File: config.mk
export PLATFORM = sky130hd
export DESIGN_NAME = host_power_boot_policy
export DESIGN_NICKNAME = d
export VERILOG_FILES = /design/src/inc/power_policy_pkg.sv /design/src/verilog/i2c_byte_target.sv /design/src/verilog/host_power_boot_policy.sv
export SDC_FILE = /design/constraint.sdc
export NUM_CORES = 1
export LEC_CHECK = 0
export BUFFER_PORTS_ARGS = -buffer_cell sky130_fd_sc_hd__buf_2
export CORE_UTILIZATION = 50
export DETAILED_ROUTE_END_ITERATION = 8
export GPL_TIMING_DRIVEN = 1
export PLACE_DENSITY = 0.66
export SYNTH_ARGS = -nofsm -noshare
export SYNTH_HDL_FRONTEND = slang
export SYNTH_SLANG_ARGS = --single-unit
File: constraint.sdc
create_clock -name I_CLOCK -period 5.6 [get_ports I_CLOCK]
set_input_delay 0 -clock I_CLOCK [delete_from_list [all_inputs] [get_ports I_CLOCK]]
set_output_delay 0 -clock I_CLOCK [all_outputs]
set_load 0.02 [all_outputs]
File: src/inc/power_policy_pkg.sv
// constants, types and register map of the host power policy block
// assumes a 50 MHz core clock and a v1..v3 register set selected by parameter
package power_policy_pkg;
	// ----------------------------------------------------------------
	// register offsets, set version 3 unless marked
	// ----------------------------------------------------------------
	localparam logic [7:0] OFS_SHDN      = 8'h0a; // shutdown battery threshold
	localparam logic [7:0] OFS_BOOT      = 8'h0c; // boot battery threshold
	localparam logic [7:0] OFS_VMAX      = 8'h0e; // external supply limit
	localparam logic [7:0] OFS_ADC_OFS   = 8'h10; // adc offset calibration
	localparam logic [7:0] OFS_DELAY     = 8'h12; // poweroff tick delay
	localparam logic [7:0] OFS_AUTO      = 8'h14; // automatic power on
	localparam logic [7:0] OFS_WAKE      = 8'h16; // wakeup minutes
	localparam logic [7:0] OFS_DELAY_V2  = 8'h10;
	localparam logic [7:0] OFS_AUTO_V2   = 8'h12;
	localparam logic [7:0] OFS_WAKE_V2   = 8'h14;
	localparam logic [7:0] OFS_AUTO_V1   = 8'h10;
	localparam logic [7:0] OFS_WAKE_V1   = 8'h12;
	// ----------------------------------------------------------------
	// reset values
	// ----------------------------------------------------------------
	localparam logic [15:0] RST_SHDN     = 16'h025c; // 604 counts
	localparam logic [15:0] RST_BOOT     = 16'h0285; // 645 counts
	localparam logic [15:0] RST_VMAX     = 16'h02cd; // 717 counts
	localparam logic [15:0] RST_ADC_OFS  = 16'h0000;
	localparam logic [15:0] RST_DELAY    = 16'h0041; // 65 ticks
	localparam logic [15:0] RST_AUTO     = 16'h0000;
	localparam logic [15:0] RST_WAKE     = 16'h0000;
	localparam logic [6:0]  RST_DEV_ADDR = 7'h43;
	localparam logic [7:0]  AUTO_OFF     = 8'h00;
	localparam logic [7:0]  AUTO_VBAT    = 8'h01;
	localparam logic [7:0]  AUTO_SMART   = 8'h02;
	// ----------------------------------------------------------------
	// types
	// ----------------------------------------------------------------
	typedef enum logic [2:0] {
		R_SHDN, R_BOOT, R_VMAX, R_ADC_OFS, R_DELAY, R_AUTO, R_WAKE, R_NONE
	} reg_id_t;
	typedef struct packed {
		reg_id_t id; // which setting
		logic    hi; // upper byte selected
	} reg_sel_t;
	typedef struct packed {
		logic [7:0] addr; // byte address
		logic [7:0] data; // written byte
	} byte_wr_t;
endpackage : power_policy_pkg

File: src/verilog/i2c_byte_target.sv
// i2c target: address match, byte pointer, sequential reads and writes
// assumes scl and sda already synchronous to the core clock
`timescale 1ns/1ps
module i2c_byte_target (
	input  wire logic                       i_clk,
	input  wire logic                       i_rst,
	input  wire logic [6:0]                 i_dev_addr,
	input  wire logic                       i_scl,
	input  wire logic                       i_sda,
	output logic                            o_sda_oe,
	output logic [7:0]                      o_ptr,
	input  wire logic [7:0]                 i_rd_data,
	output logic                            o_wr,
	output power_policy_pkg::byte_wr_t      o_wr_byte
);
	import power_policy_pkg::*;
	typedef enum logic [2:0] {S_IDLE, S_ADDR, S_ACK, S_WRB, S_RDB, S_MACK} tgt_state_t;
	tgt_state_t state_q;  // protocol phase
	logic       scl_q;    // scl one cycle ago
	logic       sda_q;    // sda one cycle ago
	logic [7:0] sh_q;     // shift register
	logic [3:0] cnt_q;    // bits seen in byte
	logic       rw_q;     // read transfer
	logic       first_q;  // next write byte is pointer
	logic       nack_q;   // master refused more data
	// ----------------------------------------------------------------
	// bus event decode
	// ----------------------------------------------------------------
	wire start_ev = i_scl & scl_q & sda_q & ~i_sda;
	wire stop_ev  = i_scl & scl_q & ~sda_q & i_sda;
	wire rise_ev  = i_scl & ~scl_q;
	wire fall_ev  = ~i_scl & scl_q;
	wire byte_end = fall_ev & (cnt_q == 4'd8);
	wire addr_hit = (sh_q[7:1] == i_dev_addr);
	// ----------------------------------------------------------------
	// protocol engine
	// ----------------------------------------------------------------
	always_ff @(posedge i_clk or posedge i_rst) begin
		if (i_rst) begin
			state_q <= S_IDLE;
			scl_q <= 1'b1;
			sda_q <= 1'b1;
			sh_q <= 8'h00;
			cnt_q <= 4'h0;
			rw_q <= 1'b0;
			first_q <= 1'b0;
			nack_q <= 1'b0;
			o_sda_oe <= 1'b0;
			o_ptr <= 8'h00;
			o_wr <= 1'b0;
			o_wr_byte <= '0;
		end else begin
			scl_q <= i_scl;
			sda_q <= i_sda;
			o_wr <= 1'b0;
			if (stop_ev) begin // stop releases the line
				state_q <= S_IDLE;
				o_sda_oe <= 1'b0;
			end else if (start_ev) begin // start or repeated start
				state_q <= S_ADDR;
				cnt_q <= 4'h0;
				first_q <= 1'b1;
				o_sda_oe <= 1'b0;
			end else begin
				case (state_q)
					S_ADDR, S_WRB: begin
						if (rise_ev) begin // sample on rising scl
							sh_q <= {sh_q[6:0], i_sda};
							cnt_q <= cnt_q + 4'd1;
						end
						if (byte_end) begin
							cnt_q <= 4'h0;
							if (state_q == S_ADDR) begin
								rw_q <= sh_q[0];
								state_q <= addr_hit ? S_ACK : S_IDLE;
								o_sda_oe <= addr_hit;
							end else begin
								state_q <= S_ACK;
								o_sda_oe <= 1'b1;
								first_q <= 1'b0;
								if (first_q) begin // pointer byte
									o_ptr <= sh_q;
								end else begin // data byte, pointer walks up
									o_wr <= 1'b1;
									o_wr_byte <= '{addr: o_ptr, data: sh_q};
									o_ptr <= o_ptr + 8'd1;
								end
							end
						end
					end
					S_ACK: begin
						if (fall_ev) begin
							if (rw_q) begin // first read byte, msb first
								sh_q <= i_rd_data;
								o_sda_oe <= ~i_rd_data[7];
								state_q <= S_RDB;
							end else begin
								o_sda_oe <= 1'b0;
								state_q <= S_WRB;
							end
						end
					end
					S_RDB: begin
						if (rise_ev)
							cnt_q <= cnt_q + 4'd1;
						if (byte_end) begin // release for master ack
							o_sda_oe <= 1'b0;
							o_ptr <= o_ptr + 8'd1;
							state_q <= S_MACK;
						end else if (fall_ev) begin
							sh_q <= {sh_q[6:0], 1'b0};
							o_sda_oe <= ~sh_q[6];
						end
					end
					S_MACK: begin
						if (rise_ev)
							nack_q <= i_sda;
						if (fall_ev) begin
							cnt_q <= 4'h0;
							state_q <= nack_q ? S_IDLE : S_RDB;
							sh_q <= i_rd_data;
							o_sda_oe <= ~nack_q & ~i_rd_data[7];
						end
					end
					default: state_q <= S_IDLE;
				endcase
			end
		end
	end
endmodule : i2c_byte_target

File: src/verilog/host_power_boot_policy.sv
// host power policy: thresholds, auto boot modes, wake timer, off delay
// assumes adc readings, touch, minute and tick pulses synchronous to clock
`timescale 1ns/1ps
module host_power_boot_policy #(
	parameter int REG_VERSION = 3,  // register set version 1..3
	parameter int ADC_W       = 10  // adc reading width
) (
	input  wire logic                I_CLOCK,
	input  wire logic                I_RST,
	input  wire logic                I_SCL,
	input  wire logic                I_SDA,
	output logic                     O_SDA,
	output logic                     O_SDA_OE,
	input  wire logic [ADC_W-1:0]    I_VBAT_RAW,
	input  wire logic [ADC_W-1:0]    I_OUTPUT_VOLTAGE_READING_RAW,
	input  wire logic                I_TOUCH,
	input  wire logic                I_HOST_TX,
	input  wire logic                I_SYS_TICK,
	input  wire logic                I_MINUTE,
	output logic                     O_HOST_POWER,
	output logic                     O_RUN_STATE
);
	import power_policy_pkg::*;
	// ----------------------------------------------------------------
	// declarations
	// ----------------------------------------------------------------
	typedef enum logic [1:0] {P_OFF, P_ON, P_DELAY} pwr_state_t;
	pwr_state_t  state_q;          // host power phase
	// one array so the bus and the policy read the same copy
	logic [15:0] regs_q [7];       // settings, indexed by reg_id_t
	logic [7:0]  lo_q;             // low byte waiting for its pair
	logic [15:0] tick_cnt_q;       // ticks since host shutdown
	logic        low_off_q;        // last power-off was low voltage
	logic        fire_q;           // wake timer expired
	logic        tx_q;             // transmit line one cycle ago
	logic        run_q;            // host run-state indication
	logic [7:0]  ptr;              // target byte pointer
	logic        wr;               // byte write strobe
	byte_wr_t    wr_byte;          // byte write address and data
	// ----------------------------------------------------------------
	// address decode per register set version
	// ----------------------------------------------------------------
	// map a byte address to a setting and the half of it
	// both bytes of a pair share one even base address
	function automatic reg_sel_t decode(input logic [7:0] a);
		reg_id_t id;
		id = R_NONE;
		case ({a[7:1], 1'b0})
			OFS_SHDN:   id = R_SHDN;
			OFS_BOOT:   id = R_BOOT;
			OFS_VMAX:   id = R_VMAX;
			default:    id = R_NONE;
		endcase
		// older sets place the mode and wake settings lower down
		if (REG_VERSION >= 3) begin
			if ({a[7:1], 1'b0} == OFS_ADC_OFS) id = R_ADC_OFS;
			if ({a[7:1], 1'b0} == OFS_DELAY)   id = R_DELAY;
			if ({a[7:1], 1'b0} == OFS_AUTO)    id = R_AUTO;
			if ({a[7:1], 1'b0} == OFS_WAKE)    id = R_WAKE;
		end else if (REG_VERSION == 2) begin
			if ({a[7:1], 1'b0} == OFS_DELAY_V2) id = R_DELAY;
			if ({a[7:1], 1'b0} == OFS_AUTO_V2)  id = R_AUTO;
			if ({a[7:1], 1'b0} == OFS_WAKE_V2)  id = R_WAKE;
		end else begin
			if ({a[7:1], 1'b0} == OFS_AUTO_V1) id = R_AUTO;
			if ({a[7:1], 1'b0} == OFS_WAKE_V1) id = R_WAKE;
		end
		// the one-byte mode setting has no upper byte
		if (id == R_AUTO && a[0]) id = R_NONE;
		return '{id: id, hi: a[0]};
	endfunction : decode
	// reset value of each setting
	// indices follow the order of reg_id_t
	function automatic logic [15:0] rst_val(input int i);
		case (i)
			0:       return RST_SHDN;
			1:       return RST_BOOT;
			2:       return RST_VMAX;
			3:       return RST_ADC_OFS;
			4:       return RST_DELAY;
			5:       return RST_AUTO;
			default: return RST_WAKE;
		endcase
	endfunction : rst_val
	// ----------------------------------------------------------------
	// bus target
	// ----------------------------------------------------------------
	reg_sel_t    rd_sel;
	reg_sel_t    wr_sel;
	logic [15:0] rd_word;
	logic [7:0]  rd_byte;
	assign rd_sel  = decode(ptr);
	assign wr_sel  = decode(wr_byte.addr);
	// reads are live: a pair that changes between its two byte
	// reads can tear, so software reads twice where that matters
	assign rd_word = (rd_sel.id == R_NONE) ? 16'h0000 : regs_q[rd_sel.id];
	// low byte at even address, high at odd
	assign rd_byte = rd_sel.hi ? rd_word[15:8] : rd_word[7:0];
	assign O_SDA   = 1'b0; // open drain, only ever pulls low

	// the bus address is fixed, no setting can move it
	i2c_byte_target u_target (
		.i_clk     (I_CLOCK),
		.i_rst     (I_RST),
		.i_dev_addr(RST_DEV_ADDR),
		.i_scl     (I_SCL),
		.i_sda     (I_SDA),
		.o_sda_oe  (O_SDA_OE),
		.o_ptr     (ptr),
		.i_rd_data (rd_byte),
		.o_wr      (wr),
		.o_wr_byte (wr_byte)
	);
	// ----------------------------------------------------------------
	// corrected readings and comparisons
	// ----------------------------------------------------------------
	logic [15:0] vbat_c;   // corrected battery reading
	logic [15:0] output_voltage_reading_c;   // corrected output reading
	logic        vbat_ok;  // battery may boot the host
	logic        output_voltage_reading_hi;  // output fed from another source
	logic        low_batt; // battery under shutdown threshold
	logic        tx_fall;  // host shut down
	logic        auto_go;  // an automatic mode wants power
	logic        boot_req; // every condition for power-on met
	logic        cut_now;  // delay has elapsed
	// offset is two's complement so it can trim either way
	// a trim below zero on a tiny reading wraps to a large value;
	// keep the offset small against real readings
	assign vbat_c   = 16'(I_VBAT_RAW) + regs_q[R_ADC_OFS];
	assign output_voltage_reading_c   = 16'(I_OUTPUT_VOLTAGE_READING_RAW) + regs_q[R_ADC_OFS];
	assign vbat_ok  = vbat_c >= regs_q[R_BOOT];
	assign output_voltage_reading_hi  = output_voltage_reading_c >= regs_q[R_VMAX];
	assign low_batt = vbat_c < regs_q[R_SHDN];
	assign tx_fall  = tx_q & ~I_HOST_TX;
	assign auto_go  = (regs_q[R_AUTO][7:0] == AUTO_VBAT)
		| ((regs_q[R_AUTO][7:0] == AUTO_SMART) & low_off_q);
	// touch stays honoured while the wake timer runs
	assign boot_req = vbat_ok & ~output_voltage_reading_hi & (I_TOUCH | auto_go | fire_q);
	assign cut_now  = tick_cnt_q >= regs_q[R_DELAY];
	// ----------------------------------------------------------------
	// settings, wake countdown
	// ----------------------------------------------------------------
	// one writer for the array: host writes win, countdown otherwise
	always_ff @(posedge I_CLOCK or posedge I_RST) begin
		if (I_RST) begin
			for (int i = 0; i < 7; i++)
				regs_q[i] <= rst_val(i);
			lo_q <= 8'h00;
			fire_q <= 1'b0;
		end else begin
			if (wr && wr_sel.id != R_NONE) begin
				if (wr_sel.id == R_AUTO) // single byte setting
					regs_q[R_AUTO] <= {8'h00, wr_byte.data};
				else if (!wr_sel.hi)
					lo_q <= wr_byte.data; // held until the pair is complete
				else
					regs_q[wr_sel.id] <= {wr_byte.data, lo_q};
				if (wr_sel.id == R_WAKE)
					fire_q <= 1'b0; // a fresh setting rearms the timer
			end
			// a minute meeting a wake write is dropped, the new value wins
			if (state_q == P_OFF && I_MINUTE && regs_q[R_WAKE] != 16'h0000
				&& !(wr && wr_sel.id == R_WAKE)) begin
				regs_q[R_WAKE] <= regs_q[R_WAKE] - 16'd1;
				if (regs_q[R_WAKE] == 16'd1)
					fire_q <= 1'b1; // zero never reaches here
			end
			// counting stops once powered, so minutes left stay readable
			if (state_q == P_OFF && boot_req)
				fire_q <= 1'b0;
		end
	end
	// ----------------------------------------------------------------
	// power sequencing
	// ----------------------------------------------------------------
	// one machine owns power, run state and the off delay
	always_ff @(posedge I_CLOCK or posedge I_RST) begin
		if (I_RST) begin
			state_q <= P_OFF;
			tick_cnt_q <= 16'h0000;
			low_off_q <= 1'b0;
			tx_q <= 1'b0;
			run_q <= 1'b0;
			O_HOST_POWER <= 1'b0;
		end else begin
			tx_q <= I_HOST_TX;
			case (state_q)
				P_OFF: begin
					if (boot_req) begin
						state_q <= P_ON;
						O_HOST_POWER <= 1'b1;
						run_q <= 1'b1;
					end
				end
				P_ON: begin
					if (tx_fall) begin // host halted, start counting
						state_q <= P_DELAY;
						tick_cnt_q <= 16'h0000;
					end
					// low battery outranks touch so the cause stays low-voltage
					if (low_batt) begin // ask host to shut down
						run_q <= 1'b0;
						low_off_q <= 1'b1;
					end else if (I_TOUCH) begin // touch request, no smart-mode boot after
						run_q <= 1'b0;
						low_off_q <= 1'b0;
					end
				end
				P_DELAY: begin
					// ticks are slow and loose, so the delay is only a rough time
					if (cut_now) begin
						state_q <= P_OFF;
						O_HOST_POWER <= 1'b0;
						run_q <= 1'b0;
					end else if (I_SYS_TICK) begin
						tick_cnt_q <= tick_cnt_q + 16'd1;
					end
				end
				default: state_q <= P_OFF;
			endcase
		end
	end
	// the host daemon starts its own shutdown when this drops
	assign O_RUN_STATE = run_q;
endmodule : host_power_boot_policy

### After elaboration in Yosys (flattened, before gate mapping)

Cells that the tools add are included.

| storage, ports and cells | value |
|---|---|
| bits in read-only memories | 0 |
| RAM bits | 0 |
| input bits | 28 |
| memories kept | 0 |
| word-level logic and storage cells | 266 |
| bits in registers | 189 |
| bits in latches | 0 |
| output and inout port bits | 4 |

| operators by class | value |
|---|---|
| divide/modulo/power cells | 0 |
| shift-type cells | 0 |
| $lt $le $gt $ge | 7 |
| reduce and logical (&&, ||, !) cells | 44 |
| $add $sub $neg | 6 |
| equality and inequality tests | 55 |
| mux-type cells | 93 |
| bitwise gates (word level) | 33 |
| multipliers | 0 |

Operators by type and width:

| operator | number |
|---|---|
| $mux 16 | 11 |
| $bwmux 112 | 1 |
| $mux 8 | 11 |
| $mux 3 | 19 |
| $eq 7x4->1 const B | 8 |
| $bmux 16 s3 | 1 |
| $demux 16 s3 | 1 |
| $ge 16x16->1 | 3 |
| $eq 7x3->1 const B | 6 |
| $add 10x16->16 | 2 |
| $mux 32 | 1 |
| $pmux 16 s2 | 1 |
| $pmux 8 s4 | 1 |
| $mux 1 | 29 |
| $eq 3x3->1 const B | 7 |
| $reduce_and 4->1 | 5 |
| $ne 2x1->1 const B | 9 |
| $pmux 3 s3 | 2 |
| $reduce_and 3->1 | 6 |
| $reduce_bool 2->1 | 9 |
| $add 16x1->16 const B | 1 |
| $eq 16x1->1 const B | 1 |
| $lt 16x16->1 | 1 |
| $mux 4 | 4 |
| 42 further kinds | 98 |

### Depth between registers and ports, before layout

Gate-level depths: netlist (run 1).

| depth | value |
|---|---|
| depth in word-level cells | 21 |
| mapped depth | 18 |

### Cells and area by module

A second synthesis (run 1) with hierarchy kept.

| second synthesis, totals | value |
|---|---|
| cell total of the unflattened synthesis | 1,306 |
| area total of the unflattened synthesis | 12,479.5 um^2 |

Modules (own cells, without submodules):

| module | area each (um^2) | instances | cells each |
|---|---|---|---|
| host_power_boot_policy | 9,933.3 | 1 | 1,075 |
| i2c_byte_target | 2,546.2 | 1 | 231 |

### Worst setup path before layout (run 1)

No wires, ideal clock.

| timing path | value |
|---|---|
| kind | register to register |
| start point | register regs_q[48] in the netlist's numbering |
| end point | register run_q (netlist: O_RUN_STATE) |
| path buffers | 0 |
| stages on the path, launching flop included | 19 |
| required time | 5,521 ps |
| arrival time | 4,073 ps |
| path slack | 1,447 ps |
| path through | dfrtp_1 -> ha_1 -> inv_1 -> fa_1 -> nor2b_1 -> o21ai_0 -> a21boi_0 -> o21ai_0 -> a211oi_1 -> nor4_1 -> a311o_1 -> ha_1 -> a21o_1 -> a21oi_1 -> nor2_1 -> a2111oi_0 -> o311ai_1 -> a2111oi_0 -> mux2i_1 |

| between the ends | value |
|---|---|
| longest elaborated chain between the ends | 7 |

Ends and longest elaborated chain:

| element | line | source |
|---|---|---|
| start: declaration | host_power_boot_policy.sv:30 | `logic [15:0] regs_q [7];` |
| start signal: indexed assignment | host_power_boot_policy.sv:147 | `regs_q[i] <= rst_val(i);` |
| start signal: indexed assignment | host_power_boot_policy.sv:153 | `regs_q[R_AUTO] <= {8'h00, wr_byte.data};` |
| start signal: indexed assignment | host_power_boot_policy.sv:157 | `regs_q[wr_sel.id] <= {wr_byte.data, lo_q};` |
| $add 10x16->16 | host_power_boot_policy.sv:130 | `assign output_voltage_reading_c = 16'(I_OUTPUT_VOLTAGE_READING_RAW) + regs_q[R_ADC_OFS];` |
| $ge 16x16->1 | host_power_boot_policy.sv:132 | `assign output_voltage_reading_hi = output_voltage_reading_c >= regs_q[R_VMAX];` |
| $not 1->1 | host_power_boot_policy.sv:138 | `assign boot_req = vbat_ok & ~output_voltage_reading_hi & (I_TOUCH \| auto_go \| fire_q);` |
| $and 1x1->1 (2 in series) | host_power_boot_policy.sv:138 |  |
| $ne 2x2->1 (no source line) | -- |  |
| $reduce_and 4->1 (no source line) | -- |  |
| end signal: assignment | host_power_boot_policy.sv:183 | `run_q <= 1'b0;` |
| end signal: assignment | host_power_boot_policy.sv:192 | `run_q <= 1'b1;` |
| end signal: assignment | host_power_boot_policy.sv:202 | `run_q <= 1'b0;` |
| end: declaration | host_power_boot_policy.sv:36 | `logic run_q;` |

Parallel ways exist; a longest one is shown, timed or not.
A chain may end at the register's enable or synchronous reset.

### Worst setup path after layout (run 1)

Same ends and word-level chain as after synthesis.

==> results of run 1 <==
## logic make-up (layout without fill, tap and decap cells)
group,count (synthesis),in the layout,share of synthesized area [%]
buffers and inverters,169,186,5.44
XOR/XNOR,28,28,1.94
multiplexers,138,138,12.4
AO/OA/AOI/OAI,330,330,17.4
adder cells (fa/ha/maj),96,96,9.63
other,1,2,0.0297
AND/OR/NAND/NOR,391,391,15.6
flip-flops,189,189,37.6
## final cells by class
cell class	count	share of cell area [%]
Multi-Input combinational cell	984	52.6
Sequential cell	189	34.7
Clock buffer	18	3.21
Tap cell	324	2.96
Inverter	104	2.91
Timing Repair Buffer	50	2.28
Clock inverter	14	1.28
Antenna cell	1	0.0183
## synthesized netlist by cell type, types with 5 or more instances
master and n:
a311oi_1 9, xnor2_1 21, a31oi_1 11, and3_1 10, a311o_1 5, nand2b_1 18
o211ai_1 29, xor2_1 7, a2111oi_0 11, nor4_1 5, nand3_1 37, nand2_1 111
o21ai_0 54, a211o_1 8, and2_1 7, o31ai_1 9, nor3_1 28, nor3b_1 13
dfstp_2 19, o21a_1 12, mux2_2 115, nor2_1 88, inv_1 104, or3_1 13
nand4_1 12, ha_1 94, buf_2 15, o22ai_1 8, clkbuf_1 42, a41oi_1 6
a21oi_1 96, dfrtp_1 170, a21o_1 12, mux2i_1 20, or4_1 5, a211oi_1 19
o2111ai_1 6, nor2b_1 17
## state kept, by name (all words and copies together) (netlist names), 2 cells and up
register,flops
u_target.sh_q,8
u_target.cnt_q,4
lo_q,8
tick_cnt_q,16
state_q,2
u_target.o_ptr,8
regs_q,112
u_target.o_wr_byte,16
u_target.state_q,3
## final timing paths
check	to	slack (ns)	depth (start not counted)
setup / recovery	O_RUN_STATE$_DFFE_PP0P_	0.81	19
hold / removal	fire_q$_DFF_PP0_	0.10	5
setup reg to reg	O_RUN_STATE$_DFFE_PP0P_	0.81	19
hold reg to reg	regs_q[31]$_DFFE_PP0P_	0.50	1
max in group asynchronous	regs_q[21]$_DFFE_PP0P_	3.94	4
min in group asynchronous	u_target.o_ptr[5]$_DFFE_PP0P_	0.31	3
## metal layers
metal  up-vias  global-route usage, %  wire (um)  share of wire, %
met3        54                   4.42       1970               5.6
li1       4897                      -          -                 -
met5         -                      0          0                 0
met4         0                   8.23        812               2.3
met2       313                   44.1      15900                45
met1      5124                   40.6      16400                47
## through the flow
stage               hold slack, ns  cells  setup slack (ns)  area, um2
floorplan                  0.00448   1342             0.489      12600
global placement             0.120   1646              1.07      13000
detailed placement           0.119   1646             0.883      13000
CTS                          0.104   1683             0.842      13700
global route                 0.158   1683             0.337      13700
finish                       0.103   1684             0.811      13700
## power groups by stage
stage	logic, W	registers [W]	clock network [W]
6_report	0.000523	0.00154	0.00129
5_1_grt	0.000595	0.00155	0.00136
4_1_cts	0.000521	0.00153	0.00131
3_5_place_dp	0.000514	0.00156	0
3_3_place_gp	0.000505	0.00156	0
2_1_floorplan	0.000392	0.00153	0
## worst reg2reg max path, cell delays in order (launching register included)
cell and delay [ns]:
dfrtp_1 0.39, ha_1 0.20, inv_1 0.06, fa_1 0.40
nor2b_1 0.12, o21ai_0 0.11, a21boi_0 0.24, o21ai_0 0.20
a211oi_1 0.37, nor4_1 0.09, a311o_1 0.34, ha_1 0.30
a21o_1 0.18, a21oi_1 0.14, nor2_1 0.05, a2111oi_0 0.34
o311ai_1 0.18, buf_4 0.21, a2111oi_0 0.56, mux2i_1 0.24
==> results.toml, run 1 <==
[hold_path]
hold_class = "input pin to flip-flop"
hp-start = "I_MINUTE"

[sta]
timing.fmax_mhz = 209
finClkSkew_ns = 0.0142
drv_slew = 0
timing.slew.headroom_pct = 30.6
setup_tns_ns = 0
rsz0062_at_grt = "no"
hold_viol = 0
fin_crit_ns = 4.79
setup_viol = 0
worst_pin_slew_ns = 1.04
min_period_over_period_pct = 85.5

[synthesis]
ys_seq_area_share_pct = 37.6
synth_area_leaders = "dfrtp_1, mux2_2, ha_1"
synthFlopType = "dfrtp_1"
ys_types = 77
synthesis.area_mm2 = 0.0126
syn_inst = 1342
yosys_warnings = 0
yosysTopAreaCellShare_pct = 33.7
yosys.area.top_type = "dfrtp_1"
synth_fp_nets = 1466
ys_seq_elements = 189
synth_edf_count = 0
avgSynthCellArea_um2 = 9.41
async_flop_share_pct = 100

[cts]
clk_pin_slew_ns = 0.08
clock-sinks = 189
clkLatencyLatePin_ns = 0.45
cts.root.buffer_cell = "clkbuf_16"
ctsResizeCount = 0
ctsHtreeMaxLevel = 4
postCtsSetupBuffers = 0
clockBufferDepth = 2
cts_tree = "yes"
numCtsBuffers = 17
ctsHoldBuffers = 5

[floorplan]
coreArea_mm2 = 0.0245
die_area_mm2 = 0.0259
start_util_pct = 51.5
die_h_um = 161
die_w_um = 161
num_rows = 57
ios = 32

[pwr]
total_leakage_power_nw = 6.00
p_per_area_mw_per_mm2 = 245
swShare_pct = 30.3
p_clk_share_pct = 38.6
seq_power_share_pct = 45.8
power.switching_w = 0.00102
ir_drop_mv = 0.179
power_w = 0.00335
combPwrFrac_pct = 15.6
internal_power_w = 0.00234

[critical_path]
slowest_stage = "a2111oi_0"
end_kind = "flip-flop"
worst-path-max-fanout = 6
slowest_delay_ns = 0.56
worstSetupPathType = "flip-flop to flip-flop"
critPathRequiredTime_ns = 5.98
crit_buf_inv = 2
cp-startpoint = "regs_q[48]$_DFFE_PP0P_"
path_delay_family = "compound AO/OA/AOI/OAI gates"
r2r_start = "regs_q[48]$_DFFE_PP0P_"
crit_chain = "ha_1 -> inv_1 -> fa_1 -> nor2b_1 -> o21ai_0 -> a21boi_0 -> o21ai_0 -> a211oi_1 -> nor4_1 -> a311o_1 -> ha_1 -> a21o_1 -> a21oi_1 -> nor2_1 -> a2111oi_0 -> o311ai_1 -> buf_4 -> a2111oi_0 -> mux2i_1"
crit_arrival_ns = 5.17
cp-start-kind = "flip-flop"

[final_layout]
layout-area-overhead-vs-synth_pct = 8.41
final_util_pct = 55.8
multi_input_area_mm2 = 0.00720
drive_gt1_share_pct = 18.0
nets = 1470
fillers = 2196
final_common_cell = "dfrtp_1"
seqCellArea_mm2 = 0.00475
final_cell_mix = "dfrtp_1, mux2_2, nand2_1"

[status]
run_status = "finished, final reports clean"

[routing]
post_drt_via_cell_ratio = 6.17
drcViolationCount = 0
drt-initial-drc-count = 879
avgRoutedWirePerCell_um = 20.8
drt-total-wl_mm = 35.1
detail-route-antenna-nets = 0
drtPass1Iterations = 8
vias = 10388

[placed_design]
hpwl_mm = 25.6
port_buffers = 30
place.gp.congestion = 0.929

[grt]
antenna_found_initial = 1
grt_pass1_wl_mm = 56.7
grt_overflow = 0
grt_pass1_vias = 10038
grt_use_total_pct = 28.3
grt_max_degree = 131

[flow_run]
maxCapViolations = 0
Power figures use the tool's default switching activity.
==> run 2: changes to the inputs <==
BUFFER_PORTS_ARGS = default   (was -buffer_cell sky130_fd_sc_hd__buf_2)
DONT_BUFFER_PORTS = 1   (was default)
PLACE_DENSITY = 0.65   (was 0.66)
clock period = 5.94 ns   (was 5.6 ns; I/O delays follow)
==> run 2 against run 1 <==
  * Final area decreased by 1.3%
  * Critical path depth stayed put
  * Highest routed layer unchanged
  * Critical path type unchanged
  * Hold slack got worse by 0.075 ns
  * Sequential share of layout area rose by 0.46 points
  * Clock skew down 0.0031 ns
  * Non-clock buffer count fell by 27
  * Maximum frequency grew 0.38%
  * Die area did not move
  * Critical endpoint unchanged
==> results.toml, run 2 (synthesis gave the netlist of run 1 again) <==
[status]
run_status = "finished, final reports clean"

[routing]
vias = 10328
post_drt_via_cell_ratio = 6.24
detail-route-antenna-nets = 0
drt-initial-drc-count = 1037
drcViolationCount = 0
drtPass1Iterations = 5
avgRoutedWirePerCell_um = 21.4
drt-total-wl_mm = 35.4

[cts]
ctsHtreeMaxLevel = 4
postCtsSetupBuffers = 0
cts_tree = "yes"
numCtsBuffers = 17
clock-sinks = 189
clockBufferDepth = 2
cts.root.buffer_cell = "clkbuf_16"
clk_pin_slew_ns = 0.07
clkLatencyLatePin_ns = 0.44

[critical_path]
end_kind = "flip-flop"
worst-path-max-fanout = 6
crit_arrival_ns = 5.14
cp-start-kind = "flip-flop"
critPathRequiredTime_ns = 6.31
slowest_delay_ns = 0.56
crit_chain = "ha_1 -> inv_1 -> fa_1 -> nor2b_1 -> o21ai_0 -> a21boi_0 -> o21ai_0 -> a211oi_1 -> nor4_1 -> a311o_1 -> ha_1 -> a21o_1 -> a21oi_1 -> nor2_1 -> a2111oi_0 -> o311ai_1 -> buf_4 -> a2111oi_0 -> mux2i_1"
slowest_stage = "a2111oi_0"
worstSetupPathType = "flip-flop to flip-flop"

[final_layout]
reg_top3 = "regs_q x112, tick_cnt_q x16, u_target.o_wr_byte x16"
fillers = 2262
final_common_cell = "dfrtp_1"
layout-area-overhead-vs-synth_pct = 7.00
nets = 1443
finalInstanceArea_mm2 = 0.0135
final_cell_mix = "dfrtp_1, mux2_2, nand2_1"
n_antenna_cell = 0
layout.cells.non_filler = 1656
drive_gt1_share_pct = 16.2
largest-register = "regs_q"
largest_reg_flops = 112
final_util_pct = 55.1

[pwr]
total_leakage_power_nw = 5.87
seq_power_share_pct = 47.8
p_per_area_mw_per_mm2 = 226
ir_drop_mv = 0.175
p_clk_share_pct = 36.6
combPwrFrac_pct = 15.6
internal_power_w = 0.00212
power.switching_w = 0.000927
swShare_pct = 30.4

[grt]
grt_pass1_wl_mm = 56.2
antenna_found_initial = 0
grt_max_degree = 118
grt_overflow = 0
grt_use_total_pct = 28.3
grt_pass1_vias = 9906

[floorplan]
die_w_um = 161
ios = 32
start_util_pct = 51.5
die_h_um = 161
coreArea_mm2 = 0.0245
die_area_mm2 = 0.0259
num_rows = 57

[placed_design]
placed_area_mm2 = 0.0129
placed_cells = 1618
place.gp.congestion = 0.949
hpwl_mm = 26.2
port_buffers = 0

[hold_path]
hold_class = "input pin to flip-flop"

[sta]
timing.slew.headroom_pct = 24.8
finClkSkew_ns = 0.0111
min_period_over_period_pct = 80.3
worst_hold_slack_ns = 0.0285
setup_viol = 0
hold_viol = 0
rsz0062_at_grt = "no"
worst_pin_slew_ns = 1.12
setup_tns_ns = 0
drv_slew = 0
timing.fmax_mhz = 210
fin_crit_ns = 4.77

[flow_run]
maxCapViolations = 0
## run 2: final cells by class
type	count	area (um2)	area share (%)
clock buffers	20	467	3.45
clock inverters	12	101	0.750
inverters	104	398	2.94
multi-input cells	984	7200	53.3
flip-flops and latches	189	4750	35.2
well taps	324	405	3.00
repair buffers	23	188	1.39
## run 2: power groups by stage
| stage | logic, W | registers [W] | clock network, W |
|---|---|---|---|
| after global routing | 0.000540 | 0.00147 | 0.00119 |
| after global placement | 0.000453 | 0.00148 | 0 |
| after CTS | 0.000473 | 0.00146 | 0.00114 |
| final | 0.000475 | 0.00146 | 0.00112 |
| after detailed placement | 0.000465 | 0.00148 | 0 |
| after floorplan | 0.000370 | 0.00144 | 0 |
## run 2: worst max-delay path: cells and delay by family, from the launching register on
kind            cells  cell delay (ns)
mux                 1             0.23
simple gates        3             0.25
compound gates     10             2.61
buf+inv             2             0.26
flops               1             0.42
fa+ha+maj           3             0.90
## run 2: final timing paths
| path | start | to | slack [ns] | cells after the start |
|---|---|---|---|---|
| min reg2reg | regs_q[26]$_DFFE_PP0P_ | regs_q[26]$_DFFE_PP0P_ | 0.50 | 1 |
| max reg2reg | regs_q[48]$_DFFE_PP0P_ | O_RUN_STATE$_DFFE_PP0P_ | 1.17 | 19 |
| max in group asynchronous | I_RST | regs_q[81]$_DFFE_PP0P_ | 4.22 | 3 |
| min | I_SDA | u_target.state_q[0]$_DFFE_PP0P_ | 0.03 | 3 |
| min in group asynchronous | I_RST | u_target.o_wr_byte[13]$_DFFE_PP0P_ | 0.23 | 2 |
| max | regs_q[48]$_DFFE_PP0P_ | O_RUN_STATE$_DFFE_PP0P_ | 1.17 | 19 |
## run 2: per-layer routing
metal	GRT usage, %	share of wire, %	vias to the layer above
met5	0	0	-
met4	7.85	2.2	0
met3	4.18	6.1	52
met2	44.8	46	338
met1	40.2	45	5113
li1	-	-	4825
## run 2: repair_timing
action                                 CTS  global route
endpoints found under the hold margin  120             0
setup endpoints to repair                0             0
gates resized for setup                  0             0
hold buffers                             6             0
## run 2: stage by stage
step,setup WS (ns),total power [W]
6_report,1.17,0.00305
5_1_grt,0.706,0.00319
4_1_cts,1.21,0.00307
3_5_place_dp,1.26,0.00195
3_3_place_gp,1.42,0.00193
2_1_floorplan,0.829,0.00181
